==> src/verilog/ircr_pkg.sv <==
package ircr_pkg;
   // ***********************************************
   // Word addresses (byte address bits 7:2)
   // ***********************************************
   localparam logic [5:0] W_CTRL = 6'h00;
   localparam logic [5:0] W_STAT = 6'h01;
   localparam logic [5:0] W_PIDSEL = 6'h02;
   localparam logic [5:0] W_SEL = 6'h03;
   localparam logic [5:0] W_TGT = 6'h04;
   localparam logic [5:0] W_FB = 6'h05;
   localparam logic [5:0] W_ERR = 6'h06;
   localparam logic [5:0] W_TQ = 6'h07;
   localparam logic [5:0] W_FREQ = 6'h08;
   localparam logic [5:0] W_HTGT = 6'h09;
   localparam logic [5:0] W_HFB = 6'h0a;
   localparam logic [5:0] W_HERR = 6'h0b;
   localparam logic [5:0] W_TQRAM = 6'h0c;
   localparam logic [5:0] W_TQNV = 6'h0d;
   localparam logic [5:0] W_TQLIM = 6'h0e;
   localparam logic [5:0] W_HFREQ = 6'h0f;
   localparam logic [5:0] W_SLOT = 6'h10;
   localparam logic [5:0] W_REPLY = 6'h20;
   // ***********************************************
   // Field positions
   // ***********************************************
   localparam int C_RAM = 0;
   localparam int C_NV = 1;
   localparam int C_INS = 2;
   localparam int S_TQSRC = 0;
   localparam int S_TQLIM = 3;
   localparam int S_TQMODE = 5;
   localparam int S_SPSRC = 6;
   localparam int S_FBSRC = 7;
   localparam int S_FSIGN = 8;
   // ***********************************************
   // Values and limits
   // ***********************************************
   localparam int NSLOT = 6;
   localparam logic [2:0] LAST_SLOT = 3'h5;
   localparam logic [15:0] CODE_OFF = 16'hffff;
   localparam logic [15:0] PID_FULL = 16'h2710;
   localparam logic [15:0] PID_NEG = 16'hd8f0;
   localparam logic [15:0] FREQ_MAX = 16'he678;
   localparam logic [15:0] PA_50 = 16'h0032;
   localparam logic [15:0] PA_51 = 16'h0033;
   localparam logic [15:0] PA_60 = 16'h003c;
   localparam logic [15:0] PA_61 = 16'h003d;
   localparam logic [15:0] PA_LO = 16'h03e8;
   localparam logic [15:0] PA_HI = 16'h07db;
   localparam logic [2:0] TQ_SRC_A = 3'h3;
   localparam logic [2:0] TQ_SRC_B = 3'h5;
   localparam logic [1:0] TQ_LIM_REG = 2'h2;
   typedef enum logic [1:0] {
      ST_IDLE = 2'h0,
      ST_ISSUE = 2'h1,
      ST_WAIT = 2'h3,
      ST_DONE = 2'h2
   } ircr_state_t;
endpackage

==> src/verilog/ircr_top.sv <==
`timescale 1ns/10ps
module ircr_top import ircr_pkg::*; #(
   parameter logic [15:0] TQ_MAX_A = 16'h0fa0,
   parameter logic [15:0] TQ_MAX_B = 16'h07d0
) (
   input wire logic clk_i, // Clock
   input wire logic rst_i, // Sync reset
   input wire logic wb_cyc_i, // Bus cycle
   input wire logic wb_stb_i, // Bus strobe
   input wire logic wb_we_i, // Write
   input wire logic [7:0] wb_adr_i, // Byte address
   input wire logic [3:0] wb_sel_i, // Byte lanes
   input wire logic [31:0] wb_dat_i, // Write data
   output logic [31:0] wb_dat_o, // Read data
   output logic wb_ack_o, // Acknowledge
   output logic cmd_valid_o, // Instruction to core
   output logic [2:0] cmd_slot_o, // Slot index
   output logic [7:0] cmd_code_o, // Instruction code
   output logic [7:0] cmd_ext_o, // Extended setting
   output logic [15:0] cmd_operand_o, // Operand
   input wire logic cmd_done_i, // Core finished
   input wire logic [15:0] cmd_reply_i, // Core reply
   output logic ram_store_o, // Volatile store pulse
   output logic nv_store_o, // Nonvolatile store pulse
   output logic reverse_o, // Run reversed
   output logic [15:0] freq_cmd_o // Frequency magnitude
);
   // ***********************************************
   // Storage
   // ***********************************************
   logic [2:0] ctrl;
   logic [2:0] ctrl_prev;
   logic [15:0] pid_action_select;
   logic [15:0] sel_reg;
   logic [15:0] pid_target;
   logic [15:0] pid_feedback;
   logic [15:0] pid_error_input;
   logic [15:0] torque_command_or_limit;
   logic [15:0] set_freq;
   logic [15:0] h_tgt;
   logic [15:0] h_fb;
   logic [15:0] h_err;
   logic [15:0] torque_cmd_ram_param;
   logic [15:0] torque_cmd_nv_param;
   logic [15:0] tq_limit;
   logic [15:0] slot_code [NSLOT];
   logic [15:0] slot_opnd [NSLOT];
   logic [15:0] reply [NSLOT];
   logic instruction_complete;
   ircr_state_t state;
   ircr_state_t next_state;
   logic [2:0] slot;

   // ***********************************************
   // Bus decode
   // ***********************************************
   // Access taken in the cycle before ack rises
   wire acc = wb_cyc_i & wb_stb_i & ~wb_ack_o;
   wire wr = acc & wb_we_i;
   wire [5:0] wadr = wb_adr_i[7:2];
   wire [1:0] wsel = wb_sel_i[1:0];

   // Byte lane merge of a 16-bit register
   function automatic logic [15:0] merge(input logic [15:0] o, input logic [15:0] n,
                                         input logic [1:0] s);
      merge = {s[1] ? n[15:8] : o[15:8], s[0] ? n[7:0] : o[7:0]};
   endfunction

   wire [15:0] wd = wb_dat_i[15:0];
   wire wr_ctrl = wr & (wadr == W_CTRL);
   wire wr_psel = wr & (wadr == W_PIDSEL);
   wire wr_sel = wr & (wadr == W_SEL);
   wire wr_tgt = wr & (wadr == W_TGT);
   wire wr_fb = wr & (wadr == W_FB);
   wire wr_err = wr & (wadr == W_ERR);
   wire wr_tq = wr & (wadr == W_TQ);
   wire wr_freq = wr & (wadr == W_FREQ);

   // ***********************************************
   // Request edges
   // ***********************************************
   wire [2:0] req_rise = ctrl & ~ctrl_prev;
   wire apply = req_rise[C_RAM] | req_rise[C_NV];
   wire ins_start = req_rise[C_INS] & (state == ST_IDLE);

   // Control bits and their previous values
   always_ff @(posedge clk_i) begin
      if (rst_i) begin
         ctrl <= 3'h0;
         ctrl_prev <= 3'h0;
      end else begin
         if (wr_ctrl && wb_sel_i[0]) begin
            ctrl <= wb_dat_i[2:0];
         end
         ctrl_prev <= ctrl;
      end
   end

   // Configuration and raw remote registers
   always_ff @(posedge clk_i) begin
      if (rst_i) begin
         pid_action_select <= 16'h0000;
         sel_reg <= 16'h0000;
         pid_target <= 16'h0000;
         pid_feedback <= 16'h0000;
         pid_error_input <= 16'h0000;
         torque_command_or_limit <= 16'h0000;
         set_freq <= 16'h0000;
      end else begin
         if (wr_psel) pid_action_select <= merge(pid_action_select, wd, wsel);
         if (wr_sel) sel_reg <= merge(sel_reg, wd, wsel);
         if (wr_tgt) pid_target <= merge(pid_target, wd, wsel);
         if (wr_fb) pid_feedback <= merge(pid_feedback, wd, wsel);
         if (wr_err) pid_error_input <= merge(pid_error_input, wd, wsel);
         if (wr_tq) torque_command_or_limit <= merge(torque_command_or_limit, wd, wsel);
         if (wr_freq) set_freq <= merge(set_freq, wd, wsel);
      end
   end

   // Instruction slots: code at even word, operand at next
   generate
      for (genvar k = 0; k < NSLOT; k++) begin : g_slot
         localparam logic [5:0] WC = W_SLOT + 6'(2 * k);
         localparam logic [5:0] WO = W_SLOT + 6'(2 * k + 1);
         always_ff @(posedge clk_i) begin
            if (rst_i) begin
               slot_code[k] <= 16'h0000;
               slot_opnd[k] <= 16'h0000;
            end else begin
               if (wr && wadr == WC) slot_code[k] <= merge(slot_code[k], wd, wsel);
               if (wr && wadr == WO) slot_opnd[k] <= merge(slot_opnd[k], wd, wsel);
            end
         end
      end
   endgenerate

   // ***********************************************
   // PID input validation
   // ***********************************************
   wire pa_fixed = (pid_action_select == PA_50) | (pid_action_select == PA_51) |
                   (pid_action_select == PA_60) | (pid_action_select == PA_61);
   wire pa_range = (pid_action_select >= PA_LO) & (pid_action_select <= PA_HI);
   wire sp_on = pa_fixed | (pa_range & sel_reg[S_SPSRC]);
   wire fb_on = pa_fixed | (pa_range & sel_reg[S_FBSRC]);
   wire tgt_ok = ~pid_target[15] & (pid_target <= PID_FULL);
   wire fb_ok = ~pid_feedback[15] & (pid_feedback <= PID_FULL);
   wire err_ok = $signed(pid_error_input) >= $signed(PID_NEG) &&
                 $signed(pid_error_input) <= $signed(PID_FULL);

   // Held PID inputs, updated on a store request
   always_ff @(posedge clk_i) begin
      if (rst_i) begin
         h_tgt <= 16'h0000;
         h_fb <= 16'h0000;
         h_err <= 16'h0000;
      end else if (apply) begin
         if (sp_on && tgt_ok) h_tgt <= pid_target;
         if (fb_on && fb_ok) h_fb <= pid_feedback;
         if (fb_on && err_ok) h_err <= pid_error_input;
      end
   end

   // ***********************************************
   // Torque command and limit
   // ***********************************************
   wire [2:0] tq_src = sel_reg[S_TQSRC +: 3];
   wire tq_src_ok = (tq_src == TQ_SRC_A) | (tq_src == TQ_SRC_B);
   wire tq_mode = sel_reg[S_TQMODE];
   wire tq_is_cmd = tq_mode & tq_src_ok;
   wire tq_is_lim = ~tq_mode & tq_src_ok & (sel_reg[S_TQLIM +: 2] == TQ_LIM_REG);
   wire [15:0] tq_max = (tq_src == TQ_SRC_A) ? TQ_MAX_A : TQ_MAX_B;
   wire [15:0] tq_abs = torque_command_or_limit[15] ?
                        16'(-torque_command_or_limit) : torque_command_or_limit;
   wire tq_ok = ~tq_abs[15] & (tq_abs <= tq_max);
   wire tq_take_cmd = apply & tq_is_cmd & tq_ok;
   wire tq_take_lim = apply & tq_is_lim & tq_ok;
   wire [15:0] tq_val = tq_is_cmd ? torque_command_or_limit : tq_abs;

   // Both torque parameters move together
   always_ff @(posedge clk_i) begin
      if (rst_i) begin
         torque_cmd_ram_param <= 16'h0000;
         torque_cmd_nv_param <= 16'h0000;
         tq_limit <= 16'h0000;
      end else begin
         if (tq_take_cmd || tq_take_lim) begin
            torque_cmd_ram_param <= tq_val;
            torque_cmd_nv_param <= tq_val;
         end
         if (tq_take_lim) tq_limit <= tq_abs;
      end
   end

   // ***********************************************
   // Frequency and store pulses
   // ***********************************************
   wire fsign = sel_reg[S_FSIGN];
   wire [15:0] f_abs = set_freq[15] ? 16'(-set_freq) : set_freq;
   wire f_ok = fsign | (set_freq <= FREQ_MAX);

   // Frequency held as direction plus magnitude
   always_ff @(posedge clk_i) begin
      if (rst_i) begin
         reverse_o <= 1'b0;
         freq_cmd_o <= 16'h0000;
         ram_store_o <= 1'b0;
         nv_store_o <= 1'b0;
      end else begin
         ram_store_o <= req_rise[C_RAM];
         nv_store_o <= req_rise[C_NV];
         if (apply && f_ok) begin
            reverse_o <= fsign & set_freq[15];
            freq_cmd_o <= fsign ? f_abs : set_freq;
         end
      end
   end

   // ***********************************************
   // Instruction sequencer
   // ***********************************************
   wire skip = (slot != 3'h0) & (slot_code[slot] == CODE_OFF);
   wire last = (slot == LAST_SLOT);

   // Next state
   always_comb begin
      next_state = state;
      case (state)
         ST_IDLE: if (ins_start) next_state = ST_ISSUE;
         ST_ISSUE: begin
            if (!skip) next_state = ST_WAIT;
            else if (last) next_state = ST_DONE;
         end
         ST_WAIT: if (cmd_done_i) next_state = last ? ST_DONE : ST_ISSUE;
         ST_DONE: next_state = ST_IDLE;
         default: next_state = ST_IDLE;
      endcase
   end

   // Slot walk, command outputs and replies
   always_ff @(posedge clk_i) begin
      if (rst_i) begin
         state <= ST_IDLE;
         slot <= 3'h0;
         cmd_valid_o <= 1'b0;
         cmd_slot_o <= 3'h0;
         cmd_code_o <= 8'h00;
         cmd_ext_o <= 8'h00;
         cmd_operand_o <= 16'h0000;
         instruction_complete <= 1'b0;
         for (int i = 0; i < NSLOT; i++) reply[i] <= 16'h0000;
      end else begin
         state <= next_state;
         if (ins_start) begin
            slot <= 3'h0;
            instruction_complete <= 1'b0;
            for (int i = 0; i < NSLOT; i++) reply[i] <= 16'h0000;
         end
         if (state == ST_ISSUE) begin
            if (!skip) begin
               cmd_valid_o <= 1'b1;
               cmd_slot_o <= slot;
               cmd_code_o <= slot_code[slot][7:0];
               cmd_ext_o <= slot_code[slot][15:8];
               cmd_operand_o <= slot_opnd[slot];
            end else if (!last) begin
               slot <= slot + 3'h1;
            end
         end
         if (state == ST_WAIT && cmd_done_i) begin
            cmd_valid_o <= 1'b0;
            reply[slot] <= cmd_reply_i;
            if (!last) slot <= slot + 3'h1;
         end
         if (state == ST_DONE) instruction_complete <= 1'b1;
      end
   end

   // ***********************************************
   // Read back
   // ***********************************************
   wire [2:0] ridx = 3'(wadr[3:1]);
   wire in_slot = (wadr >= W_SLOT) & (wadr < W_SLOT + 6'(2 * NSLOT));
   wire [2:0] rrep = wadr[2:0];
   wire in_rep = (wadr >= W_REPLY) & (wadr < W_REPLY + 6'(NSLOT));
   wire [15:0] stat = {13'h0000, reverse_o, (state != ST_IDLE), instruction_complete};
   wire [15:0] rd_fix =
      (wadr == W_CTRL) ? {13'h0000, ctrl} :
      (wadr == W_STAT) ? stat :
      (wadr == W_PIDSEL) ? pid_action_select :
      (wadr == W_SEL) ? sel_reg :
      (wadr == W_HTGT) ? h_tgt :
      (wadr == W_HFB) ? h_fb :
      (wadr == W_HERR) ? h_err :
      (wadr == W_TQRAM) ? torque_cmd_ram_param :
      (wadr == W_TQNV) ? torque_cmd_nv_param :
      (wadr == W_TQLIM) ? tq_limit :
      (wadr == W_HFREQ) ? freq_cmd_o : 16'h0000;
   wire [15:0] rd_word = in_slot ? (wadr[0] ? slot_opnd[ridx] : slot_code[ridx]) :
                         in_rep ? reply[rrep] : rd_fix;

   // Single-wait-state slave
   always_ff @(posedge clk_i) begin
      if (rst_i) begin
         wb_ack_o <= 1'b0;
         wb_dat_o <= 32'h00000000;
      end else begin
         wb_ack_o <= acc;
         if (acc && !wb_we_i) wb_dat_o <= {16'h0000, rd_word};
      end
   end
endmodule
==> config.mk <==
export PLATFORM = sky130hd
export DESIGN_NAME = ircr_top
export DESIGN_NICKNAME = d
export VERILOG_FILES = /design/src/verilog/ircr_pkg.sv /design/src/verilog/ircr_top.sv
export SDC_FILE = /design/constraint.sdc
export NUM_CORES = 1
export LEC_CHECK = 0
export BUFFER_PORTS_ARGS = -buffer_cell sky130_fd_sc_hd__buf_4
export CAP_MARGIN = 30
export CORE_ASPECT_RATIO = 0.5
export CORE_MARGIN = 10
export CORE_UTILIZATION = 45
export CTS_CLUSTER_DIAMETER = 80
export CTS_CLUSTER_SIZE = 25
export DETAILED_ROUTE_END_ITERATION = 8
export GPL_TIMING_DRIVEN = 1
export PLACE_DENSITY = 0.61
export RECOVER_POWER = 100
export SLEW_MARGIN = 20
export SYNTH_ARGS = -nofsm -noshare
export SYNTH_HDL_FRONTEND = slang
export SYNTH_SLANG_ARGS = --single-unit
==> constraint.sdc <==
create_clock -name clk_i -period 4.6 [get_ports clk_i]
set_clock_uncertainty 0.15 [all_clocks]
set_input_delay 1.15 -clock clk_i [delete_from_list [all_inputs] [get_ports clk_i]]
set_output_delay 1.15 -clock clk_i [all_outputs]
set_load 0.005 [all_outputs]
== After elaboration in Yosys (flattened, before gate mapping) ==
Memories as Yosys holds them, arrays and structs flattened. A register that Yosys moved wholly into a read port is not among the register bits.
Index checks and enable logic that the tools add are counted.
Widths: inputs -> output; s select.
Word-level totals
  register bits: 260
  memory bits (writable): 288
  output and inout port bits: 88
  logic and storage cells: 400
  memories kept: 3
Operators by class
  $add $sub $neg: 3
  $lt $le $gt $ge: 12
  equal/unequal tests: 66
  multiplexer cells: 135
  bitwise operators: 75
  reductions and logical operators: 72
Memory list
  reply: depth 6, bits a word 16, read ports 1, clocked after memory_dff 0, write ports 6, line ircr_top.sv:48  | logic [15:0] reply [NSLOT];
  slot_code: depth 6, bits a word 16, read ports 2, clocked after memory_dff 1, write ports 6, line ircr_top.sv:46  | logic [15:0] slot_code [NSLOT];
  slot_opnd: depth 6, bits a word 16, read ports 2, clocked after memory_dff 1, write ports 6, line ircr_top.sv:47  | logic [15:0] slot_opnd [NSLOT];
Operators with widths (count)
  $mux 16: 25
  $mux 8: 48
  $reduce_and 2->1: 42
  $eq 6x5->1 const B: 12
  $eq 16x6->1 const B: 4
  $eq 6x4->1 const B: 8
  $mux 1: 47
  $or 1x1->1: 38
  $le 16x14->1 const B: 2
  $neg 16->16: 2
  $and 1x1->1: 29
  $eq 6x3->1 const B: 4
  $mux 3: 8
  $ne 1x1->1 const B: 24
  $logic_and 1x1->1: 20
  $eq 16x16->1 const B: 1
  $ge 16x10->1 const B: 1
  $ge 16x15->1 const B: 1
  $le 16x11->1 const B: 1
  $le 16x12->1: 1
  $le 16x15->1 const B: 1
  $le 16x16->1 const B: 1
  $reduce_or 16->1: 1
  $eq 6x2->1 const B: 2
  26 further kinds: 40

== Depth between registers and ports, before layout ==
Gate-level depths: netlist (run 1).
  word-level depth: 14
  mapped depth: 16

== Worst setup path after synthesis (run 1) ==
Ideal clock, no wire load.
  path type: input-to-reg
  from: input wb_adr_i[4]
  to: register wb_dat_o[5]
  arrival: 3.359 ns
  setup slack: 0.959 ns
  stages: 8
  buffers on the path: 3
  cell sequence: clkbuf_1 clkbuf_1 buf_1 mux2i_1 o21ai_0 mux4_2 a221oi_1 nor3_1
On the way
  word-level cells in the longest chain between the ends: 14
  elaborated cells on any way between the ends: 34
RTL lines
  start: declaration: line ircr_top.sv:11  | input wire logic [7:0] wb_adr_i,
  $eq 6x4->1: line ircr_top.sv:297  | (wadr == W_HFREQ) ? freq_cmd_o : 16'h0000;
  $mux 16: line ircr_top.sv:297
  $mux 16: line ircr_top.sv:296  | (wadr == W_TQLIM) ? tq_limit :
  $mux 16: line ircr_top.sv:295  | (wadr == W_TQNV) ? torque_cmd_nv_param :
  $mux 16: line ircr_top.sv:294  | (wadr == W_TQRAM) ? torque_cmd_ram_param :
  $mux 16: line ircr_top.sv:293  | (wadr == W_HERR) ? h_err :
  $mux 16: line ircr_top.sv:292  | (wadr == W_HFB) ? h_fb :
  $mux 16: line ircr_top.sv:291  | (wadr == W_HTGT) ? h_tgt :
  $mux 16: line ircr_top.sv:290  | (wadr == W_SEL) ? sel_reg :
  $mux 16: line ircr_top.sv:289  | (wadr == W_PIDSEL) ? pid_action_select :
  $mux 16: line ircr_top.sv:288  | (wadr == W_STAT) ? stat :
  $mux 16: line ircr_top.sv:287  | (wadr == W_CTRL) ? {13'h0000, ctrl} :
  $mux 16: line ircr_top.sv:299  | in_rep ? reply[rrep] : rd_fix;
  $mux 16 *: line ircr_top.sv:298  | wire [15:0] rd_word = in_slot ? (wadr[0] ? slot_opnd[ridx] : slot_code[ridx]) :
  end signal: assignment: line ircr_top.sv:308  | if (acc && !wb_we_i) wb_dat_o <= {16'h0000, rd_word};
  end: declaration: line ircr_top.sv:14  | output logic [31:0] wb_dat_o,
Every way passes the cells marked *; elsewhere a longest branch is shown, timed or not.
A chain may end at the register's enable or synchronous reset.

== Worst setup path in the final report (run 1) ==
  from: register slot[1]
  to: register cmd_code_o[0], read port of slot_code
On the way
  word-level cells in the longest chain between the ends: 4
RTL lines
  start: declaration: line ircr_top.sv:52  | logic [2:0] slot;
  start signal: assignment: line ircr_top.sv:266  | slot <= slot + 3'h1;
  start signal: assignment: line ircr_top.sv:272  | if (!last) slot <= slot + 3'h1;
  $reduce_bool 3->1: line ircr_top.sv:221  | wire skip = (slot != 3'h0) & (slot_code[slot] == CODE_OFF);
  $and 1x1->1: line ircr_top.sv:221
  $not 1->1 (no source line)
  $reduce_and 2->1 (no source line)
  end: declaration: line ircr_top.sv:18  | output logic [7:0] cmd_code_o,
No other way between the ends.

==> results of run 1 <==
Yosys cell counts, drive strengths merged, types with 3 or more instances:
| cell type | count | share of area (%) |
|---|---|---|
| a22oi | 15 | 0.41 |
| o211ai | 14 | 0.38 |
| buf | 58 | 1.1 |
| or2 | 30 | 0.68 |
| a222oi | 5 | 0.18 |
| nand2b | 25 | 0.57 |
| xor2 | 12 | 0.38 |
| mux4 | 45 | 3.7 |
| xnor2 | 24 | 0.76 |
| edfxtp | 288 | 31 |
| o41ai | 4 | 0.13 |
| nand2 | 230 | 3.1 |
| inv | 33 | 0.45 |
| nand3b | 6 | 0.16 |
| a22o | 8 | 0.25 |
| a221oi | 22 | 0.70 |
| o22ai | 21 | 0.48 |
| dfxtp | 276 | 20 |
| nor4 | 8 | 0.18 |
| nor2 | 281 | 3.8 |
| nand3 | 104 | 1.9 |
| a211oi | 56 | 1.7 |
| o21a | 3 | 0.082 |
| or3 | 5 | 0.11 |
| and2 | 303 | 6.9 |
| ha | 9 | 0.41 |
| a31oi | 12 | 0.27 |
| nor2b | 15 | 0.34 |
| mux2i | 231 | 8.4 |
| o21ai | 107 | 1.9 |
| a311oi | 6 | 0.19 |
| mux2 | 39 | 1.6 |
| o31ai | 10 | 0.29 |
| a21oi | 144 | 2.6 |
| and3 | 8 | 0.18 |
| or4 | 7 | 0.19 |
| nor3b | 4 | 0.11 |
| nand4 | 15 | 0.34 |
| nor3 | 33 | 0.60 |
| clkbuf | 159 | 2.2 |
layer usage:
metal / GRT usage (%) / vias to the layer above
li1: - / 9536
met1: 31.2 / 9916
met2: 35.8 / 664
met3: 3.78 / 107
met4: 4.91 / 2
met5: 0 / -
power breakdown:
group / internal, mW / switching, mW / total [mW]
combinational: 0.206 / 0.462 / 0.668
clock: 1.10 / 1.63 / 2.73
sequential: 5.38 / 0.0545 / 5.43
total: 6.69 / 2.14 / 8.83
cells by family (layout without fill, tap and decap cells):
group	Yosys count	count (layout)	synth area share [%]
simple gates	1081	1081	19.5
compound gates	437	437	9.99
xor+xnor	36	36	1.15
other cells	1	17	0.0136
mux	315	315	13.7
flops	564	564	51.5
buf+inv	251	264	3.76
fa+ha+maj	9	9	0.409
layout by cell type (no fill, tap or decap), drive strengths merged, types with 7 or more instances in the layout:
cell	instances
a211oi	56
a21oi	144
a221oi	22
a22o	8
a22oi	15
a31oi	12
and2	303
and3	8
buf	89
clkbuf	140
conb	16
dfxtp	276
edfxtp	288
ha	9
inv	33
mux2	39
mux2i	231
mux4	45
nand2	230
nand2b	25
nand3	104
nand4	15
nor2	281
nor2b	15
nor3	33
nor4	8
o211ai	14
o21ai	107
o22ai	21
o31ai	10
or2	30
or4	7
xnor2	24
xor2	12
tightest hold or removal path: stages, from the launching register on:
cell and delay (ns):
dfxtp_1 0.33, nand2_1 0.05, a21oi_1 0.05
how the worst max path moves through the flow:
stage                    endpoint                  startpoint
floorplan             wb_dat_o[5]                 wb_adr_i[4]
global placement      tq_limit[6]  torque_command_or_limit[2]
detailed placement    tq_limit[2]  torque_command_or_limit[2]
CTS                   tq_limit[2]  torque_command_or_limit[2]
global route        cmd_code_o[0]                     slot[1]
finish              cmd_code_o[0]                     slot[1]
final cells by class:
type / instances / area share [%]
flip-flops and latches: 564 / 47.7
multi-input cells: 1894 / 41.6
repair buffers: 188 / 4.27
well taps: 812 / 3.42
clock buffers: 41 / 2.45
inverters: 34 / 0.430
clock inverters: 1 / 0.0548
diodes: 1 / 0.00843
stage by stage:
step,utilization (%),cells,hold WS (ns),power [mW]
4_1_cts,50.0,3532,0.311,8.89
3_5_place_dp,48.8,3490,0.299,6.21
5_1_grt,49.6,3535,0.340,9.12
6_report,49.6,3535,0.315,8.83
3_3_place_gp,48.8,3490,0.287,6.21
2_1_floorplan,-,2709,0.272,5.92
==> results.cfg, run 1 <==
[status]
status = finished with violations
violations = max-capacitance violations, max-slew violations

[die]
start_util_pct = 46.0
rows = 63
dieArea_mm2 = 0.0720
die_height_um = 195
core_area_mm2 = 0.0598
pin_count = 154
die_width_um = 370

[yosys]
yosysWarnings = 0
synth_edf_count = 288
ys_types = 64
seq_area_frac_synth_pct = 51.5
syn_avg_cell_area_um2 = 10.2
async_reset_ff_share_pct = 0
syn_inst = 2694
synth_ff_type = edfxtp_1
syn-cell-area_mm2 = 0.0275
yosys_register_bits = 564

[timing]
relSlewSlack_pct = -46.8
final.period_utilization_pct = 91.0
maxSlewViolCount = 268
tightestPinTransition_ns = 2.20
fmax_mhz = 239
fin_ws_ns = 0.416
fin_crit_ns = 4.18
rsz0062_at_grt = false
setup_viol = 0
tns_ns = 0
hold_violations = 0

[critical_path]
slowest_stage = dfxtp_2
slowest_delay_ns = 1.30
cp_num_cells = 9
path_class = reg2reg
r2r_setup_slack_ns = 0.42
start_kind = flop
critPathRequiredTime_ns = 4.90
critPathBufInv = 2
r2r-end = cmd_code_o[0]
r2r_cells = 9
cp.arrival_ns = 4.49
end_kind = flop
reg2reg_from = slot[1]
critPathMostFrequentCell = nor3_1
worst-path-max-fanout = 49
critPathTopFamily = flip-flops
crit_path_cell_trace = mux2_2 > mux4_2 > nand4_1 > nor3_1 > buf_4 > a21oi_4 > clkbuf_2 > and3_1 > nor3_1

[placed_design]
gp_congestion = 0.923
io_buffers = 117
dp_hpwl_mm = 58.7
dpl_cell_area_mm2 = 0.0292
place_ws_ns = 0.696

[global_routing]
grt_pass1_vias = 19200
grt_use_total_pct = 22.3
grt_max_degree = 185
overflow = 0
grt_pass1_wl_mm = 123
antenna_found_initial = 4

[pwr]
p_leak_nw = 10.7
ir_worst_vdd_uv = 294
powerDensity_mw_per_mm2 = 297

[drt]
routed-wl-met3_mm = 6.66
drt_drc_violations_left = 0
wl_met2_mm = 38.6
wire_per_inst_um = 23.7
avgViaCountPerCell = 5.72
num_vias = 20200
met1Wirelength_mm = 36.6
dr.pass1.iters = 7
first_iter_violations = 2458
ant_nets = 0
top_layer = met5
wl_mm = 83.8

[finish]
fin_area_mm2 = 0.0297
n_fill_cell = 5475
layout-drive-gt1-share_pct = 10.0
top_regs = reply x96, slot_code x96, slot_opnd x96
seq_area_mm2 = 0.0142
multi_input_area_mm2 = 0.0124
nNetsFinal = 2783
syn_to_final_growth_pct = 7.95

[clocking]
cts_root_buffer = clkbuf_16
numCtsBuffers = 26
postCtsSetupBuffers = 0
cts_buffer_depth = 3
cts.sinks = 564
cts_htree_levels = 1
cts_resized = 0
clkTransAtPathRegs_ns = 0.11
clock_latency_ns = 0.61
cts_hold_buf = 0
cts_tree = done

[worst_hold_path]
min_path_type = reg2reg
holdPathEnd = sel_reg[11]
hp-start = sel_reg[11]
hold_depth = 2

[job]
cap_violations = 2
Note: power is estimated with default switching activity, not from simulation.
==> inputs of run 2 (changes only) <==
==> constraint.sdc (replaced) <==
create_clock -name clk_i -period 3.9 [get_ports clk_i]
set_clock_uncertainty 0.15 [all_clocks]
set_input_delay 0.975 -clock clk_i [delete_from_list [all_inputs] [get_ports clk_i]]
set_output_delay 0.975 -clock clk_i [all_outputs]
set_load 0.005 [all_outputs]
==> results.cfg, run 2 (same netlist as run 1, synthesis figures left out) <==
[timing]
relSlewSlack_pct = -68.8
tns_ns = 0
fin_ws_ns = 0.209
final.period_utilization_pct = 94.6
tightestPinTransition_ns = 2.53
hold_violations = 0
fin_crit_ns = 3.69
timing.hold.ws_ns = 0.306
fmax_mhz = 271
setup_viol = 0
maxSlewViolCount = 165
rsz0062_at_grt = false

[critical_path]
worst-path-max-fanout = 27
path_class = in2reg
end_kind = flop
crit_path_cell_trace = clkbuf_1 > buf_12 > nor2b_1 > and3_1 > clkbuf_2 > nand2_1 > nand2_1 > a21oi_1
critPathMostFrequentCell = nand2_1
slowest_delay_ns = 0.81
slowest_stage = clkbuf_1
cp.arrival_ns = 3.94
critPathRequiredTime_ns = 4.14
start_kind = primary input

[finish]
layout-drive-gt1-share_pct = 10.9
top_regs = reply x96, slot_code x96, slot_opnd x96
final_common_cell = edfxtp_1
stdcell_count = 3569
n_fill_cell = 5452
nNetsFinal = 2815
multi_input_area_mm2 = 0.0123
mostFrequentLayoutCells = edfxtp_1 (288), nor2_1 (280), dfxtp_1 (273)
syn_to_final_growth_pct = 8.66
seq_area_mm2 = 0.0142

[clocking]
clkTransAtPathRegs_ns = 0.11
postCtsSetupBuffers = 0
cts_root_buffer = clkbuf_16
cts_buffer_depth = 3
cts_hold_buf = 0
numCtsBuffers = 26
clock_latency_ns = 0.62
cts_htree_levels = 1
cts.sinks = 564
cts_tree = done
cts_resized = 0

[global_routing]
grt_use_total_pct = 22.5
grt_pass1_wl_mm = 124
antenna_found_initial = 4
grt_max_degree = 129
grt_pass1_vias = 19600
overflow = 0

[status]
status = finished with violations
violations = max-capacitance violations, max-slew violations

[die]
dieArea_mm2 = 0.0720
rows = 63
core_area_mm2 = 0.0598
pin_count = 154
die_height_um = 195
start_util_pct = 46.0
die_width_um = 370

[placed_design]
dp_hpwl_mm = 59.6
gp_congestion = 0.936
place_ws_ns = 0.354
io_buffers = 117
placed_cells = 3524

[drt]
wire_per_inst_um = 23.6
avgViaCountPerCell = 5.76
dr.pass1.iters = 8
first_iter_violations = 2116
num_vias = 20500
drt_drc_violations_left = 0
wl_mm = 84.3
ant_nets = 0

[pwr]
powerDensity_mw_per_mm2 = 348
p_leak_nw = 10.8
ir_worst_vdd_uv = 298

[worst_hold_path]
min_path_type = reg2reg

[job]
cap_violations = 2
[run 2: changes by cell type in the layout (fill, tap and decap cells not counted), sizes merged]
cell and change:
clkbuf +18, buf +14, clkinv +1, diode +1
[run 2: layout make-up]
class	count	share of cell area (%)
diodes	2	0.0167
clock buffers	41	2.36
clock inverters	2	0.109
inverters	34	0.427
multi-input cells	1894	41.3
flip-flops and latches	564	47.4
well taps	812	3.40
repair buffers	220	4.94
[run 2: worst paths after layout]
check	end	slack, ns	cells past startpoint	from
worst min-delay path	ram_store_o	0.31	1	ctrl_prev[0]
worst max-delay path	pid_error_input[0]	0.21	8	wb_adr_i[4]
worst min register to register	ram_store_o	0.31	1	ctrl_prev[0]
worst max register to register	tq_limit[9]	0.29	12	torque_command_or_limit[2]
[run 2: stage by stage]
step / util [%] / area, um^2 / power (mW)
global route: 50.0 / 29900 / 10.7
finish: 50.0 / 29900 / 10.4
detailed placement: 49.2 / 29500 / 7.34
floorplan: - / 27600 / 6.98
CTS: 50.5 / 30200 / 10.4
global placement: 49.2 / 29500 / 7.33
[run 2: routing by layer]
metal  vias to the layer above  part of all wire [%]  global-route usage, %
met5                         -                     0                      0
met4                         0                   3.0                   6.39
met3                       119                   8.8                   5.46
met2                       756                    45                   35.4
met1                     10100                    43                   30.5
li1                       9617                     -                      -
[run 2: worst max-delay path: cells and delay by family]
family | cells | cell delay, ns
AOI/OAI and AO/OA | 1 | 0.07
buffers and inverters | 3 | 1.59
and+or+nand+nor | 4 | 1.27
[run 2: where the power goes]
group / switching, mW / leakage [nW] / internal (mW)
sequential: 0.0649 / 5.09 / 6.34
combinational: 0.551 / 5.39 / 0.251
clock: 1.92 / 0.352 / 1.27
==> inputs of run 3 (changes only) <==
--- a/config.mk
+++ b/config.mk
@@ -5,7 +5,6 @@
 export SDC_FILE = /design/constraint.sdc
 export NUM_CORES = 1
 export LEC_CHECK = 0
-export BUFFER_PORTS_ARGS = -buffer_cell sky130_fd_sc_hd__buf_4
 export CAP_MARGIN = 30
 export CORE_ASPECT_RATIO = 0.5
 export CORE_MARGIN = 10
@@ -13,8 +12,9 @@
 export CTS_CLUSTER_DIAMETER = 80
 export CTS_CLUSTER_SIZE = 25
 export DETAILED_ROUTE_END_ITERATION = 8
+export DONT_BUFFER_PORTS = 1
 export GPL_TIMING_DRIVEN = 1
-export PLACE_DENSITY = 0.61
+export PLACE_DENSITY = 0.59
 export RECOVER_POWER = 100
 export SLEW_MARGIN = 20
 export SYNTH_ARGS = -nofsm -noshare
==> results.cfg, run 3 (same netlist as run 1, synthesis figures left out) <==
[finish]
diodes = 0
mostFrequentLayoutCells = edfxtp_1 (288), nor2_1 (278), dfxtp_1 (273)
n_fill_cell = 5550
layout-drive-gt1-share_pct = 7.17
multi_input_area_mm2 = 0.0124
nNetsFinal = 2681
final_common_cell = edfxtp_1
top_regs = reply x96, slot_code x96, slot_opnd x96
seq_area_mm2 = 0.0142
syn_to_final_growth_pct = 5.25

[clocking]
postCtsSetupBuffers = 0
clkTransAtPathRegs_ns = 0.11
cts_hold_buf = 0
cts_resized = 0
cts_root_buffer = clkbuf_16
numCtsBuffers = 26
cts.sinks = 564
clock_latency_ns = 0.63
cts_buffer_depth = 3
cts_htree_levels = 1
cts_tree = done

[timing]
final.period_utilization_pct = 94.6
fin_crit_ns = 3.69
tns_ns = 0
relSlewSlack_pct = 0.560
hold_violations = 0
tightestPinTransition_ns = 1.49
maxSlewViolCount = 0
timing.hold.ws_ns = 0.313
fin_ws_ns = 0.210
fmax_mhz = 271
setup_viol = 0
rsz0062_at_grt = false

[die]
core_area_mm2 = 0.0598
die_height_um = 195
start_util_pct = 46.0
dieArea_mm2 = 0.0720
rows = 63
die_width_um = 370
pin_count = 154

[drt]
ant_nets = 0
avgViaCountPerCell = 5.85
drt_drc_violations_left = 0
num_vias = 20100
first_iter_violations = 2237
dr.pass1.iters = 6
wire_per_inst_um = 24.6
wl_mm = 84.5

[critical_path]
cp.arrival_ns = 4.10
worst-path-max-fanout = 7
start_kind = flop
path_class = reg2reg
r2r_cells = 12
end_kind = flop
r2r-end = tq_limit[10]
r2r_setup_slack_ns = 0.21
critical_path.endpoint = tq_limit[10]
critical_path.startpoint = torque_command_or_limit[3]
critPathRequiredTime_ns = 4.31
reg2reg_from = torque_command_or_limit[3]

[pwr]
total_power_mw = 10.2
powerDensity_mw_per_mm2 = 351
ir_worst_vdd_uv = 343
p_leak_nw = 10.2

[global_routing]
grt_max_degree = 305
overflow = 0
grt_use_total_pct = 22.6
grt_pass1_vias = 18600
antenna_found_initial = 5
grt_pass1_wl_mm = 125

[placed_design]
place_ws_ns = 0.199
gp_congestion = 0.891
io_buffers = 0
dp_hpwl_mm = 57.3

[worst_hold_path]
hp-start = pid_feedback[15]
min_path_type = reg2reg

[status]
status = finished, final reports clean

[job]
cap_violations = 0
run 3: cell types whose count changed in the layout (fill, tap and decap cells not counted), sizes merged:
cell    previous run  this run
buf              103        41
diode              2         0
clkbuf           158        86
clkinv             3         2
inv               33        34
run 3: critical path, cell delays in order (launching register included):
cell	delay (ns)
dfxtp_1	0.37
or4_1	0.58
or2_2	0.37
o21ai_0	0.22
xnor2_1	0.14
ha_1	0.30
inv_1	0.04
a31oi_1	0.20
nand3_1	0.17
a2111o_1	0.54
buf_4	0.23
nand2b_1	0.15
a21oi_1	0.14
run 3: cell type report:
| class | count | share of cell area, % |
|---|---|---|
| multi-input cells | 1894 | 42.7 |
| well taps | 812 | 3.51 |
| clock inverters | 2 | 0.0864 |
| flip-flops and latches | 564 | 49.0 |
| repair buffers | 86 | 1.78 |
| clock buffers | 41 | 2.51 |
| inverters | 34 | 0.441 |
run 3: worst min-delay path by stage:
| stage | cells past startpoint | to | slack [ns] |
|---|---|---|---|
| 2_1_floorplan | 1 | nv_store_o | 0.27 |
| 3_3_place_gp | 2 | pid_feedback[15] | 0.29 |
| 3_5_place_dp | 2 | pid_feedback[15] | 0.29 |
| 4_1_cts | 2 | pid_feedback[15] | 0.31 |
| 5_1_grt | 1 | cmd_code_o[4] | 0.30 |
| 6_report | 2 | pid_feedback[15] | 0.31 |
run 3: power breakdown:
part	total (mW)	internal (mW)	switching [mW]
clock	3.25	1.30	1.95
sequential	6.41	6.35	0.0639
combinational	0.491	0.195	0.297
total	10.2	7.84	2.31
run 3: stage by stage:
step	area, um^2	std cells	util [%]
after floorplan	27600	2709	-
after global placement	28400	3390	47.4
after detailed placement	28400	3390	47.4
after CTS	29100	3433	48.7
after global routing	29000	3433	48.4
final	29000	3433	48.4
run 3: routing by layer:
metal | vias to the layer above | GRT usage, % | routed length (um)
met5 | - | 0 | 21
met4 | 4 | 4.93 | 1900
met3 | 93 | 4.72 | 8230
met2 | 765 | 33.8 | 36800
met1 | 9881 | 33.1 | 37600
li1 | 9332 | - | -
